<file path="src/scp_pkg.sv">
// constants, types and register map for the serial channel pin selection block
package scp_pkg;

   localparam int unsigned SCP_NCH       = 4;
   localparam int unsigned SCP_ADDR_W    = 8;
   localparam int unsigned SCP_CFG_W     = 9;
   localparam int unsigned SCP_STAT_W    = 5;
   localparam int unsigned SCP_STRIDE    = 4;

   localparam logic [SCP_ADDR_W-1:0] SCP_CFG_BASE  = 8'h00;
   localparam logic [SCP_ADDR_W-1:0] SCP_STAT_BASE = 8'h10;

   localparam logic [1:0] SCP_RESP_OKAY   = 2'h0;
   localparam logic [1:0] SCP_RESP_SLVERR = 2'h2;

   // clock modes 0 to 7, in order
   typedef enum logic [2:0] {
      SCP_CM0, SCP_CM1, SCP_CM2, SCP_CM3,
      SCP_CM4, SCP_CM5, SCP_CM6, SCP_CM7
   } scp_mode_t;

   // one channel's configuration word, msb first
   typedef struct packed {
      logic      rts_req;
      logic      transmit_clock_out_enable;
      logic      open_drain;
      logic      timeslot_out_enable;
      logic      source_select;
      logic      transmit_clock_output_enable;
      scp_mode_t mode;
   } scp_cfg_t;

   localparam scp_cfg_t SCP_CFG_RST = 9'h000;

   // pin levels seen from the line
   typedef struct packed {
      logic receive_clock_pin;
      logic transmit_clock_pin;
      logic rxd;
      logic cts_n;
   } scp_pin_in_t;

   // pin drivers toward the line
   typedef struct packed {
      logic transmit_clock_pin_o;
      logic transmit_clock_pin_oe;
      logic txd_o;
      logic txd_oe;
      logic rts_n;
   } scp_pin_out_t;

   // selected clocks and strobes toward the channel core
   typedef struct packed {
      logic rx_clock;
      logic tx_clock;
      logic brg_ref;
      logic tx_enable;
      logic rx_sample;
      logic rx_bit;
   } scp_core_t;

endpackage

</file>
<file path="src/scp_sync.sv">
// two flip-flop synchroniser for a vector of pin levels
`timescale 1ns/1ns
`default_nettype none
module scp_sync #(
   parameter int unsigned W = 1
) (
   input  wire logic         aclk,
   input  wire logic         aresetn,
   input  wire logic [W-1:0] d,
   output logic      [W-1:0] q
);
   import scp_pkg::*;

   typedef struct packed {
      logic [W-1:0] s1;
      logic [W-1:0] s2;
   } scp_sync_state_t;

   scp_sync_state_t state_reg;
   scp_sync_state_t state_next;

   // first stage feeds only the second
   always_comb begin
      state_next    = state_reg;
      state_next.s1 = d;
      state_next.s2 = state_reg.s1;
   end

   always_ff @(posedge aclk) begin
      if (!aresetn) begin
         state_reg <= '0;
      end else begin
         state_reg <= state_next;
      end
   end

   assign q = state_reg.s2;

endmodule // scp_sync
`default_nettype wire

</file>
<file path="src/scp_serial_channel_pins.sv">
// per-channel clock and data pin selection with an axi4-lite register slave
//
// Added by the designer: the AXI4-Lite slave port and the placing of the registers.
`timescale 1ns/1ns
`default_nettype none
// Function
// every channel owns its clock and data pins, chosen by its own clock mode
// modes 0 and 4: receive clock pin is only the receiver's bit clock
// modes 1 and 5: receive clock pin clocks receiver and transmitter
// modes 2 and 3: receive clock pin is the baud generator's reference
// output enable off, source select clear, modes 0,2,4,6: transmit clock pin is input clock
// mode 1 with transmit clock pin as input: pin is a transmit strobe
// output enable on, source select set, modes 2,3,6,7: drive baud generator clock
// output enable on, source select clear, modes 3,7: drive recovered dpll clock
// mode 5 with time-slot enable: drive active-low time-slot marker on transmit clock pin
// transmit bit stream leaves on the transmit data pin
// transmit data pin is push-pull or open-drain by a configuration bit
// far end presents receive data, sampled by the selected receive clock
// mode 4 with clock-out enable: internal transmit clock goes to request-to-send pin
// clear-to-send low enables the transmitter, high holds it off
// clock mode is a three-bit software setting per channel
// transmit clock pin as input keeps its driver off
module scp_serial_channel_pins #(
   parameter int unsigned NCH = scp_pkg::SCP_NCH
) (
   input  wire logic                             aclk,
   input  wire logic                             aresetn,
   input  wire logic [scp_pkg::SCP_ADDR_W-1:0]   awaddr,
   input  wire logic                             awvalid,
   output logic                                  awready,
   input  wire logic [31:0]                      wdata,
   input  wire logic [3:0]                       wstrb,
   input  wire logic                             wvalid,
   output logic                                  wready,
   output logic [1:0]                            bresp,
   output logic                                  bvalid,
   input  wire logic                             bready,
   input  wire logic [scp_pkg::SCP_ADDR_W-1:0]   araddr,
   input  wire logic                             arvalid,
   output logic                                  arready,
   output logic [31:0]                           rdata,
   output logic [1:0]                            rresp,
   output logic                                  rvalid,
   input  wire logic                             rready,
   input  wire scp_pkg::scp_pin_in_t [NCH-1:0]   pin_in,
   output scp_pkg::scp_pin_out_t [NCH-1:0]       pin_out,
   input  wire logic [NCH-1:0]                   tx_bit,
   input  wire logic [NCH-1:0]                   tx_timeslot,
   input  wire logic [NCH-1:0]                   brg_clk,
   input  wire logic [NCH-1:0]                   dpll_clk,
   output scp_pkg::scp_core_t [NCH-1:0]          core_out
);
   import scp_pkg::*;

   typedef struct packed {
      scp_cfg_t [NCH-1:0]       cfg;
      logic                     aw_held;
      logic [SCP_ADDR_W-1:0]    aw_addr;
      logic                     w_held;
      logic [31:0]              w_data;
      logic [3:0]               w_strb;
      logic                     awready;
      logic                     wready;
      logic                     bvalid;
      logic [1:0]               bresp;
      logic                     arready;
      logic                     rvalid;
      logic [1:0]               rresp;
      logic [31:0]              rdata;
      logic [NCH-1:0]           rxc_prev;
      scp_pin_out_t [NCH-1:0]   pin_o;
      scp_core_t [NCH-1:0]      core;
   } scp_top_state_t;

   scp_top_state_t           state_reg;
   scp_top_state_t           state_next;
   scp_pin_in_t [NCH-1:0]    pin_s;

   ////////////////////////////////////////////////////////////////////////
   // pins come from the line clock, so every level is synchronised first

   scp_sync #(
      .W       (NCH * $bits(scp_pin_in_t))
   ) u_sync (
      .aclk    (aclk),
      .aresetn (aresetn),
      .d       (pin_in),
      .q       (pin_s)
   );

   ////////////////////////////////////////////////////////////////////////
   // helpers

   // returns {hit, index} of a word register in a per-channel bank
   function automatic logic [4:0] reg_sel(
      input logic [SCP_ADDR_W-1:0] a,
      input logic [SCP_ADDR_W-1:0] base
   );
      logic [4:0] r;
      r = 5'h00;
      for (int i = 0; i < NCH; i++) begin
         if (a == base + SCP_ADDR_W'(i * SCP_STRIDE)) begin
            r = {1'b1, 4'(i)};
         end
      end
      return r;
   endfunction

   // byte-lane merge of a write into an old word
   function automatic logic [31:0] wmerge(
      input logic [31:0] old,
      input logic [31:0] d,
      input logic [3:0]  strb
   );
      logic [31:0] r;
      r = old;
      for (int b = 0; b < 4; b++) begin
         if (strb[b]) begin
            r[b*8 +: 8] = d[b*8 +: 8];
         end
      end
      return r;
   endfunction

   ////////////////////////////////////////////////////////////////////////
   // next state

   always_comb begin
      scp_cfg_t    c;
      scp_pin_in_t p;
      logic [4:0]  sel;
      logic [31:0] wm;
      logic        rxc, txc, drv, mk, txe, bit_o;
      c          = SCP_CFG_RST;
      p          = '0;
      sel        = 5'h00;
      wm         = 32'h0000_0000;
      rxc        = 1'b0;
      txc        = 1'b0;
      drv        = 1'b0;
      mk         = 1'b0;
      txe        = 1'b0;
      bit_o      = 1'b0;
      state_next = state_reg;

      // write channel: address and data taken in either order
      if (awvalid && state_reg.awready) begin
         state_next.aw_held = 1'b1;
         state_next.aw_addr = awaddr;
      end
      if (wvalid && state_reg.wready) begin
         state_next.w_held = 1'b1;
         state_next.w_data = wdata;
         state_next.w_strb = wstrb;
      end
      if (state_reg.bvalid && bready) begin
         state_next.bvalid = 1'b0;
      end
      // only the configuration bank is writable; status is read-only
      if (state_reg.aw_held && state_reg.w_held && !state_reg.bvalid) begin
         sel = reg_sel(state_reg.aw_addr, SCP_CFG_BASE);
         if (sel[4]) begin
            wm = wmerge({{(32-SCP_CFG_W){1'b0}}, state_reg.cfg[sel[3:0]]},
                        state_reg.w_data, state_reg.w_strb);
            state_next.cfg[sel[3:0]] = scp_cfg_t'(wm[SCP_CFG_W-1:0]);
            state_next.bresp         = SCP_RESP_OKAY;
         end else begin
            state_next.bresp = SCP_RESP_SLVERR;
         end
         state_next.bvalid  = 1'b1;
         state_next.aw_held = 1'b0;
         state_next.w_held  = 1'b0;
      end

      // read channel
      if (state_reg.rvalid && rready) begin
         state_next.rvalid = 1'b0;
      end
      if (arvalid && state_reg.arready) begin
         state_next.rvalid = 1'b1;
         state_next.rresp  = SCP_RESP_OKAY;
         state_next.rdata  = 32'h0000_0000;
         sel = reg_sel(araddr, SCP_CFG_BASE);
         if (sel[4]) begin
            state_next.rdata = {{(32-SCP_CFG_W){1'b0}}, state_reg.cfg[sel[3:0]]};
         end else begin
            sel = reg_sel(araddr, SCP_STAT_BASE);
            if (sel[4]) begin
               state_next.rdata = {{(32-SCP_STAT_W){1'b0}},
                                   state_reg.core[sel[3:0]].tx_enable,
                                   pin_s[sel[3:0]]};
            end else begin
               state_next.rresp = SCP_RESP_SLVERR;
            end
         end
      end

      state_next.awready = !state_next.aw_held;
      state_next.wready  = !state_next.w_held;
      state_next.arready = !state_next.rvalid;

      // pin roles, each channel on its own configuration
      for (int i = 0; i < NCH; i++) begin
         c = state_reg.cfg[i];
         p = pin_s[i];

         // receiver clock: the pin in modes 0,1,4,5, else generated
         if (c.mode inside {SCP_CM0, SCP_CM1, SCP_CM4, SCP_CM5}) begin
            rxc = p.receive_clock_pin;
         end else if (c.mode inside {SCP_CM3, SCP_CM7}) begin
            rxc = dpll_clk[i];
         end else begin
            rxc = brg_clk[i];
         end

         // transmitter clock
         if (c.mode inside {SCP_CM1, SCP_CM5}) begin
            txc = p.receive_clock_pin;
         end else if (!c.transmit_clock_output_enable) begin
            if (!c.source_select && c.mode inside {SCP_CM0, SCP_CM2, SCP_CM4, SCP_CM6}) begin
               txc = p.transmit_clock_pin;
            end else begin
               txc = brg_clk[i];
            end
         end else if (c.source_select && c.mode inside {SCP_CM2, SCP_CM3, SCP_CM6, SCP_CM7}) begin
            txc = brg_clk[i];
         end else if (c.mode inside {SCP_CM3, SCP_CM7}) begin
            txc = dpll_clk[i];
         end else begin
            txc = brg_clk[i];
         end

         // pin driver on only for the generated clock or the time-slot marker
         drv = c.transmit_clock_output_enable &&
               ((c.source_select && c.mode inside {SCP_CM2, SCP_CM3, SCP_CM6, SCP_CM7}) ||
                (!c.source_select && c.mode inside {SCP_CM3, SCP_CM7}));
         mk  = (c.mode == SCP_CM5) && c.timeslot_out_enable;
         if (mk) begin
            state_next.pin_o[i].transmit_clock_pin_o = !tx_timeslot[i];
         end else begin
            state_next.pin_o[i].transmit_clock_pin_o = txc;
         end
         state_next.pin_o[i].transmit_clock_pin_oe = mk || drv;

         // clear-to-send gate, plus the strobe of mode 1 with an input pin
         txe = !p.cts_n;
         if (c.mode == SCP_CM1 && !c.transmit_clock_output_enable) begin
            txe = txe && p.transmit_clock_pin;
         end

         // idle mark while the transmitter is held off
         bit_o = txe ? tx_bit[i] : 1'b1;
         if (c.open_drain) begin
            state_next.pin_o[i].txd_o  = 1'b0;
            state_next.pin_o[i].txd_oe = !bit_o;
         end else begin
            state_next.pin_o[i].txd_o  = bit_o;
            state_next.pin_o[i].txd_oe = 1'b1;
         end

         if (c.mode == SCP_CM4 && c.transmit_clock_out_enable) begin
            state_next.pin_o[i].rts_n = txc;
         end else begin
            state_next.pin_o[i].rts_n = !c.rts_req;
         end

         // receive bit taken on the rising edge of the selected clock
         state_next.rxc_prev[i]       = rxc;
         state_next.core[i].rx_sample = rxc && !state_reg.rxc_prev[i];
         if (rxc && !state_reg.rxc_prev[i]) begin
            state_next.core[i].rx_bit = p.rxd;
         end
         state_next.core[i].rx_clock  = rxc;
         state_next.core[i].tx_clock  = txc;
         state_next.core[i].tx_enable = txe;
         if (c.mode inside {SCP_CM2, SCP_CM3}) begin
            state_next.core[i].brg_ref = p.receive_clock_pin;
         end else begin
            state_next.core[i].brg_ref = 1'b0;
         end
      end
   end

   ////////////////////////////////////////////////////////////////////////
   // state register; line pins rest at mark, request-to-send inactive

   always_ff @(posedge aclk) begin
      if (!aresetn) begin
         state_reg <= '0;
         for (int i = 0; i < NCH; i++) begin
            state_reg.pin_o[i].txd_o  <= 1'b1;
            state_reg.pin_o[i].txd_oe <= 1'b1;
            state_reg.pin_o[i].rts_n  <= 1'b1;
         end
      end else begin
         state_reg <= state_next;
      end
   end

   assign awready  = state_reg.awready;
   assign wready   = state_reg.wready;
   assign bvalid   = state_reg.bvalid;
   assign bresp    = state_reg.bresp;
   assign arready  = state_reg.arready;
   assign rvalid   = state_reg.rvalid;
   assign rresp    = state_reg.rresp;
   assign rdata    = state_reg.rdata;
   assign pin_out  = state_reg.pin_o;
   assign core_out = state_reg.core;

   ////////////////////////////////////////////////////////////////////////
   // checks

   bresp_hold_a: assert property (@(posedge aclk) disable iff (!aresetn)
      (bvalid && !bready) |=> (bvalid && $stable(bresp)))
      else $error("write response dropped before bready");
   rdata_hold_a: assert property (@(posedge aclk) disable iff (!aresetn)
      (rvalid && !rready) |=> (rvalid && $stable(rdata)))
      else $error("read data dropped before rready");
   cfg_by_write_a: assert property (@(posedge aclk) disable iff (!aresetn)
      (state_reg.cfg != $past(state_reg.cfg)) |-> $rose(bvalid))
      else $error("configuration changed without a write");

   for (genvar g = 0; g < NCH; g++) begin : g_chk
      rx_only_a: assert property (@(posedge aclk) disable iff (!aresetn)
         (state_reg.cfg[g].mode inside {SCP_CM0, SCP_CM4}) |=>
         (core_out[g].rx_clock == $past(pin_s[g].receive_clock_pin)) && !core_out[g].brg_ref)
         else $error("receive clock pin misused in mode 0 or 4");
      rx_tx_clock_a: assert property (@(posedge aclk) disable iff (!aresetn)
         (state_reg.cfg[g].mode inside {SCP_CM1, SCP_CM5}) |=>
         (core_out[g].tx_clock == $past(pin_s[g].receive_clock_pin)))
         else $error("transmitter not on receive clock pin");
      brg_ref_a: assert property (@(posedge aclk) disable iff (!aresetn)
         (state_reg.cfg[g].mode inside {SCP_CM2, SCP_CM3}) |=>
         (core_out[g].brg_ref == $past(pin_s[g].receive_clock_pin)))
         else $error("baud generator reference wrong");
      tx_clk_in_a: assert property (@(posedge aclk) disable iff (!aresetn)
         (!state_reg.cfg[g].transmit_clock_output_enable && !state_reg.cfg[g].source_select &&
          state_reg.cfg[g].mode inside {SCP_CM0, SCP_CM2, SCP_CM4, SCP_CM6}) |=>
         (core_out[g].tx_clock == $past(pin_s[g].transmit_clock_pin)))
         else $error("transmit clock not taken from pin");
      tx_strobe_a: assert property (@(posedge aclk) disable iff (!aresetn)
         (state_reg.cfg[g].mode == SCP_CM1 && !state_reg.cfg[g].transmit_clock_output_enable &&
          !pin_s[g].transmit_clock_pin) |=> !core_out[g].tx_enable)
         else $error("transmit strobe low did not gate transmitter");
      brg_out_a: assert property (@(posedge aclk) disable iff (!aresetn)
         (state_reg.cfg[g].transmit_clock_output_enable && state_reg.cfg[g].source_select &&
          state_reg.cfg[g].mode inside {SCP_CM2, SCP_CM3, SCP_CM6, SCP_CM7}) |=>
         (pin_out[g].transmit_clock_pin_oe && pin_out[g].transmit_clock_pin_o == $past(brg_clk[g])))
         else $error("baud generator clock not driven");
      dpll_out_a: assert property (@(posedge aclk) disable iff (!aresetn)
         (state_reg.cfg[g].transmit_clock_output_enable && !state_reg.cfg[g].source_select &&
          state_reg.cfg[g].mode inside {SCP_CM3, SCP_CM7}) |=>
         (pin_out[g].transmit_clock_pin_oe && pin_out[g].transmit_clock_pin_o == $past(dpll_clk[g])))
         else $error("dpll clock not driven");
      slot_mark_a: assert property (@(posedge aclk) disable iff (!aresetn)
         (state_reg.cfg[g].mode == SCP_CM5 && state_reg.cfg[g].timeslot_out_enable) |=>
         (pin_out[g].transmit_clock_pin_oe && pin_out[g].transmit_clock_pin_o == !$past(tx_timeslot[g])))
         else $error("time-slot marker wrong");
      open_drain_a: assert property (@(posedge aclk) disable iff (!aresetn)
         state_reg.cfg[g].open_drain |=> (!pin_out[g].txd_o))
         else $error("open-drain data pin driven high");
      cts_off_a: assert property (@(posedge aclk) disable iff (!aresetn)
         pin_s[g].cts_n |=> (!core_out[g].tx_enable && (pin_out[g].txd_o || !pin_out[g].txd_oe)))
         else $error("transmitter ran with clear-to-send high");
      rts_clock_a: assert property (@(posedge aclk) disable iff (!aresetn)
         (state_reg.cfg[g].mode == SCP_CM4 && state_reg.cfg[g].transmit_clock_out_enable) |=>
         (pin_out[g].rts_n == core_out[g].tx_clock))
         else $error("transmit clock not on request-to-send pin");
      clk_pin_in_a: assert property (@(posedge aclk) disable iff (!aresetn)
         (!state_reg.cfg[g].transmit_clock_output_enable &&
          !(state_reg.cfg[g].mode == SCP_CM5 && state_reg.cfg[g].timeslot_out_enable)) |=>
         !pin_out[g].transmit_clock_pin_oe)
         else $error("transmit clock pin driven while input");
   end

endmodule // scp_serial_channel_pins
`default_nettype wire

</file>
<file path="config.mk">
export PLATFORM = sky130hd
export DESIGN_NAME = scp_serial_channel_pins
export DESIGN_NICKNAME = d
export VERILOG_FILES = /design/src/scp_pkg.sv /design/src/scp_sync.sv /design/src/scp_serial_channel_pins.sv
export SDC_FILE = /design/constraint.sdc
export NUM_CORES = 1
export LEC_CHECK = 0
export ABC_CLOCK_PERIOD_IN_PS = 4000
export BUFFER_PORTS_ARGS = -buffer_cell sky130_fd_sc_hd__buf_2
export CORE_ASPECT_RATIO = 0.7
export CORE_MARGIN = 10
export CORE_UTILIZATION = 53
export CTS_BUF_LIST = sky130_fd_sc_hd__clkbuf_8
export DETAILED_ROUTE_END_ITERATION = 6
export GPL_TIMING_DRIVEN = 0
export PLACE_DENSITY = 0.8
export SETUP_SLACK_MARGIN = 0.2
export SLEW_MARGIN = 40
export SYNTH_ARGS = -nofsm -noshare
export SYNTH_HDL_FRONTEND = slang
export SYNTH_SLANG_ARGS = --single-unit
</file>
<file path="constraint.sdc">
create_clock -name aclk -period 4 [get_ports aclk]
set_input_delay 0.8 -clock aclk [delete_from_list [all_inputs] [get_ports aclk]]
set_output_delay 0.8 -clock aclk [all_outputs]
set_load 0.1 [all_outputs]
</file>
==> flow_metrics.py <==
metrics = {
    "run_status": {
        "outcome": "finished clean",
    },
    "sta": {
        "slew_headroom_pct": 42.5,
        "setup_viol": 0,
        "worstMarginPinSlew_ns": 0.861,
        "fmax_ghz": 0.407,
        "fin_worst_skew_ns": 0.0157,
        "min_period_ns": 2.46,
        "tns_ns": 0,
        "hold_viol": 0,
        "rsz0062_at_grt": "false",
        "fin_crit_sh_pct": 61.4,
        "slew_viol_final": 0,
    },
    "worst_setup_path": {
        "crit_required_ns": 4.29,
        "start_kind": "flip-flop",
        "worstPathMaxFanout": 10,
        "cp.arrival_ns": 2.75,
        "worstSetupPathType": "flip-flop to flip-flop",
        "crit_path_end_kind": "flip-flop",
    },
    "finish": {
        "stdcell_area_mm2": 0.00799,
        "final_nets": 993,
        "drive_gt1_share_pct": 30.7,
        "largest_reg_flops": 60,
        "insertedDiodeCount": 0,
        "final_core_util_pct": 64.5,
        "fillers": 1050,
        "area_delta_synth_final_pct": 19.6,
    },
    "floorplanning": {
        "initial_core_util_pct": 53.9,
        "fp.dieH_um": 114,
        "rows": 34,
        "die_width_um": 154,
        "design.core.area_mm2": 0.0124,
        "die_area_mm2": 0.0176,
        "pin_count": 176,
    },
    "placed_design": {
        "place_area_mm2": 0.00758,
        "io_buffers": 123,
        "dp.final_hpwl_um": 14800,
        "place.gp.congestion": 0.973,
    },
    "yosys": {
        "synthMostInstantiatedCell": "dfxtp_1",
        "postSynthCellCount": 736,
        "seq_area_frac_synth_pct": 44.7,
        "synthFlopType": "dfxtp_1",
        "async_flop_share_pct": 0,
        "yosys-top-cells-area": "dfxtp_1 45%, buf_4 9.0%, nand2_1 4.5%",
        "synth_edf_count": 0,
        "synth_top_area_cell": "dfxtp_1",
        "yosysWarnings": 0,
        "synth_area_mm2": 0.00668,
        "synth_common_cells": "149 x dfxtp_1, 80 x buf_4, 80 x nand2_1, 43 x a21oi_1, 40 x nor2_1",
        "ys_ff_latch": 149,
        "avgSynthCellArea_um2": 9.07,
        "synth_top_area_share_pct": 44.7,
        "ys_types": 53,
    },
    "pwr": {
        "p_per_area_mw_per_mm2": 394,
        "ir_drop_mv": 0.269,
        "p_leak_nw": 3.41,
    },
    "global_route": {
        "grt_pass1_wl_um": 30500,
        "first_global_vias": 5668,
        "grt_start_max_net_pins": 17,
        "antenna_found_initial": 0,
        "overflow": 0,
        "grtUsageTotal_pct": 21.6,
    },
    "detailed_routing": {
        "drt-total-wl_um": 19500,
        "drt_pass1_iterations": 5,
        "vias_per_cell": 5.50,
        "via_count": 5922,
        "drt_iter0_drc": 593,
        "remaining_drc_errors": 0,
        "ant_nets": 0,
        "wl_per_cell_um": 18.1,
    },
    "cts": {
        "worstSkewPairLatency_ns": 0.45,
        "ctsResizeCount": 0,
        "numCtsBuffers": 17,
        "cts_max_level": 4,
        "path_clk_slew_ns": 0.09,
        "cts_max_path_buffers": 2,
        "root_buffer": "clkbuf_8",
        "post_cts_buffers": 0,
        "ctsHoldBuffers": 0,
        "cts.sinks": 149,
        "tritoncts": "done",
    },
    "worst_hold_path": {
        "hold_class": "flip-flop to flip-flop",
    },
    "flow_run": {
        "drv_cap": 0,
    },
}
==> worst max-delay path: stages, from the launching register on <==
cell and delay (ns):
dfxtp_1 0.33, nor4_1 0.44, nand2_1 0.45, a2111oi_1 0.91, o31ai_1 0.17
==> cell usage in the layout (no fill, tap or decap), types with 26 or more instances in the layout <==
cell type  count
a21oi_1       42
and2_1        36
buf_2        130
buf_4         80
clkbuf_1      30
dfxtp_1      149
nand2_1       80
nand3_1       39
nor2_1        39
o21ai_0       26
o31ai_1       30
==> cell families (layout without fill, tap and decap cells) <==
kind of cell           count (synthesis)  after routing  synth area share (%)
AO/OA/AOI/OAI                        163            163                  16.7
AND/OR/NAND/NOR                      258            258                  19.6
buffers and inverters                128            283                  11.8
other                                  1             25                0.0562
flip-flops                           149            149                  44.7
multiplexers                          37             37                  7.10
==> per-layer routing <==
layer | track usage, % | up-vias | part of all wire [%] | wire (µm)
met5 | 0 | - | 0 | 0
li1 | - | 2843 | - | -
met4 | 7.22 | 0 | 2.0 | 395
met2 | 30.9 | 358 | 40 | 7830
met1 | 28.7 | 2683 | 45 | 8730
met3 | 8.76 | 38 | 13 | 2570
==> power breakdown <==
part           total, mW  internal, mW  leakage [nW]  switching (mW)
sequential          1.55          1.52          1.21          0.0261
combinational      0.485         0.117          2.01           0.368
clock               1.12         0.530         0.183           0.585
total               3.15          2.17          3.41           0.980
==> path summary, 6_finish.rpt <==
| path | cells past startpoint | slack (ns) | startpoint | to |
|---|---|---|---|---|
| max | 4 | 1.54 | state_reg[131]$_SDFFE_PN0P_ | state_reg[146]$_SDFFE_PN0P_ |
| max reg2reg | 4 | 1.54 | state_reg[131]$_SDFFE_PN0P_ | state_reg[146]$_SDFFE_PN0P_ |
| min reg2reg | 1 | 0.43 | u_sync.state_next[3]$_SDFF_PN0_ | u_sync.q[3]$_SDFF_PN0_ |
| min | 1 | 0.43 | u_sync.state_next[3]$_SDFF_PN0_ | u_sync.q[3]$_SDFF_PN0_ |
==> through the flow <==
stage	hold slack, ns	total power, mW	instances	setup slack (ns)
final	0.429	3.15	1077	1.54
after CTS	0.431	3.14	1077	1.65
after detailed placement	0.419	2.06	1045	1.39
after floorplan	0.412	1.95	760	1.77
after global routing	0.439	3.25	1077	1.44
after global placement	0.414	2.05	1045	1.44
==> area by class of cell <==
type | instances | area, µm² | share of cell area, %
Timing Repair Buffer | 123 | 616 | 7.71
Clock buffer | 19 | 262 | 3.27
Tap cell | 162 | 203 | 2.54
Buffer | 124 | 776 | 9.71
Inverter | 4 | 15.0 | 0.188
Sequential cell | 149 | 2980 | 37.3
Multi-Input combinational cell | 483 | 3010 | 37.7
Clock inverter | 13 | 124 | 1.55
No activity file was read; power rests on OpenSTA's default activity.
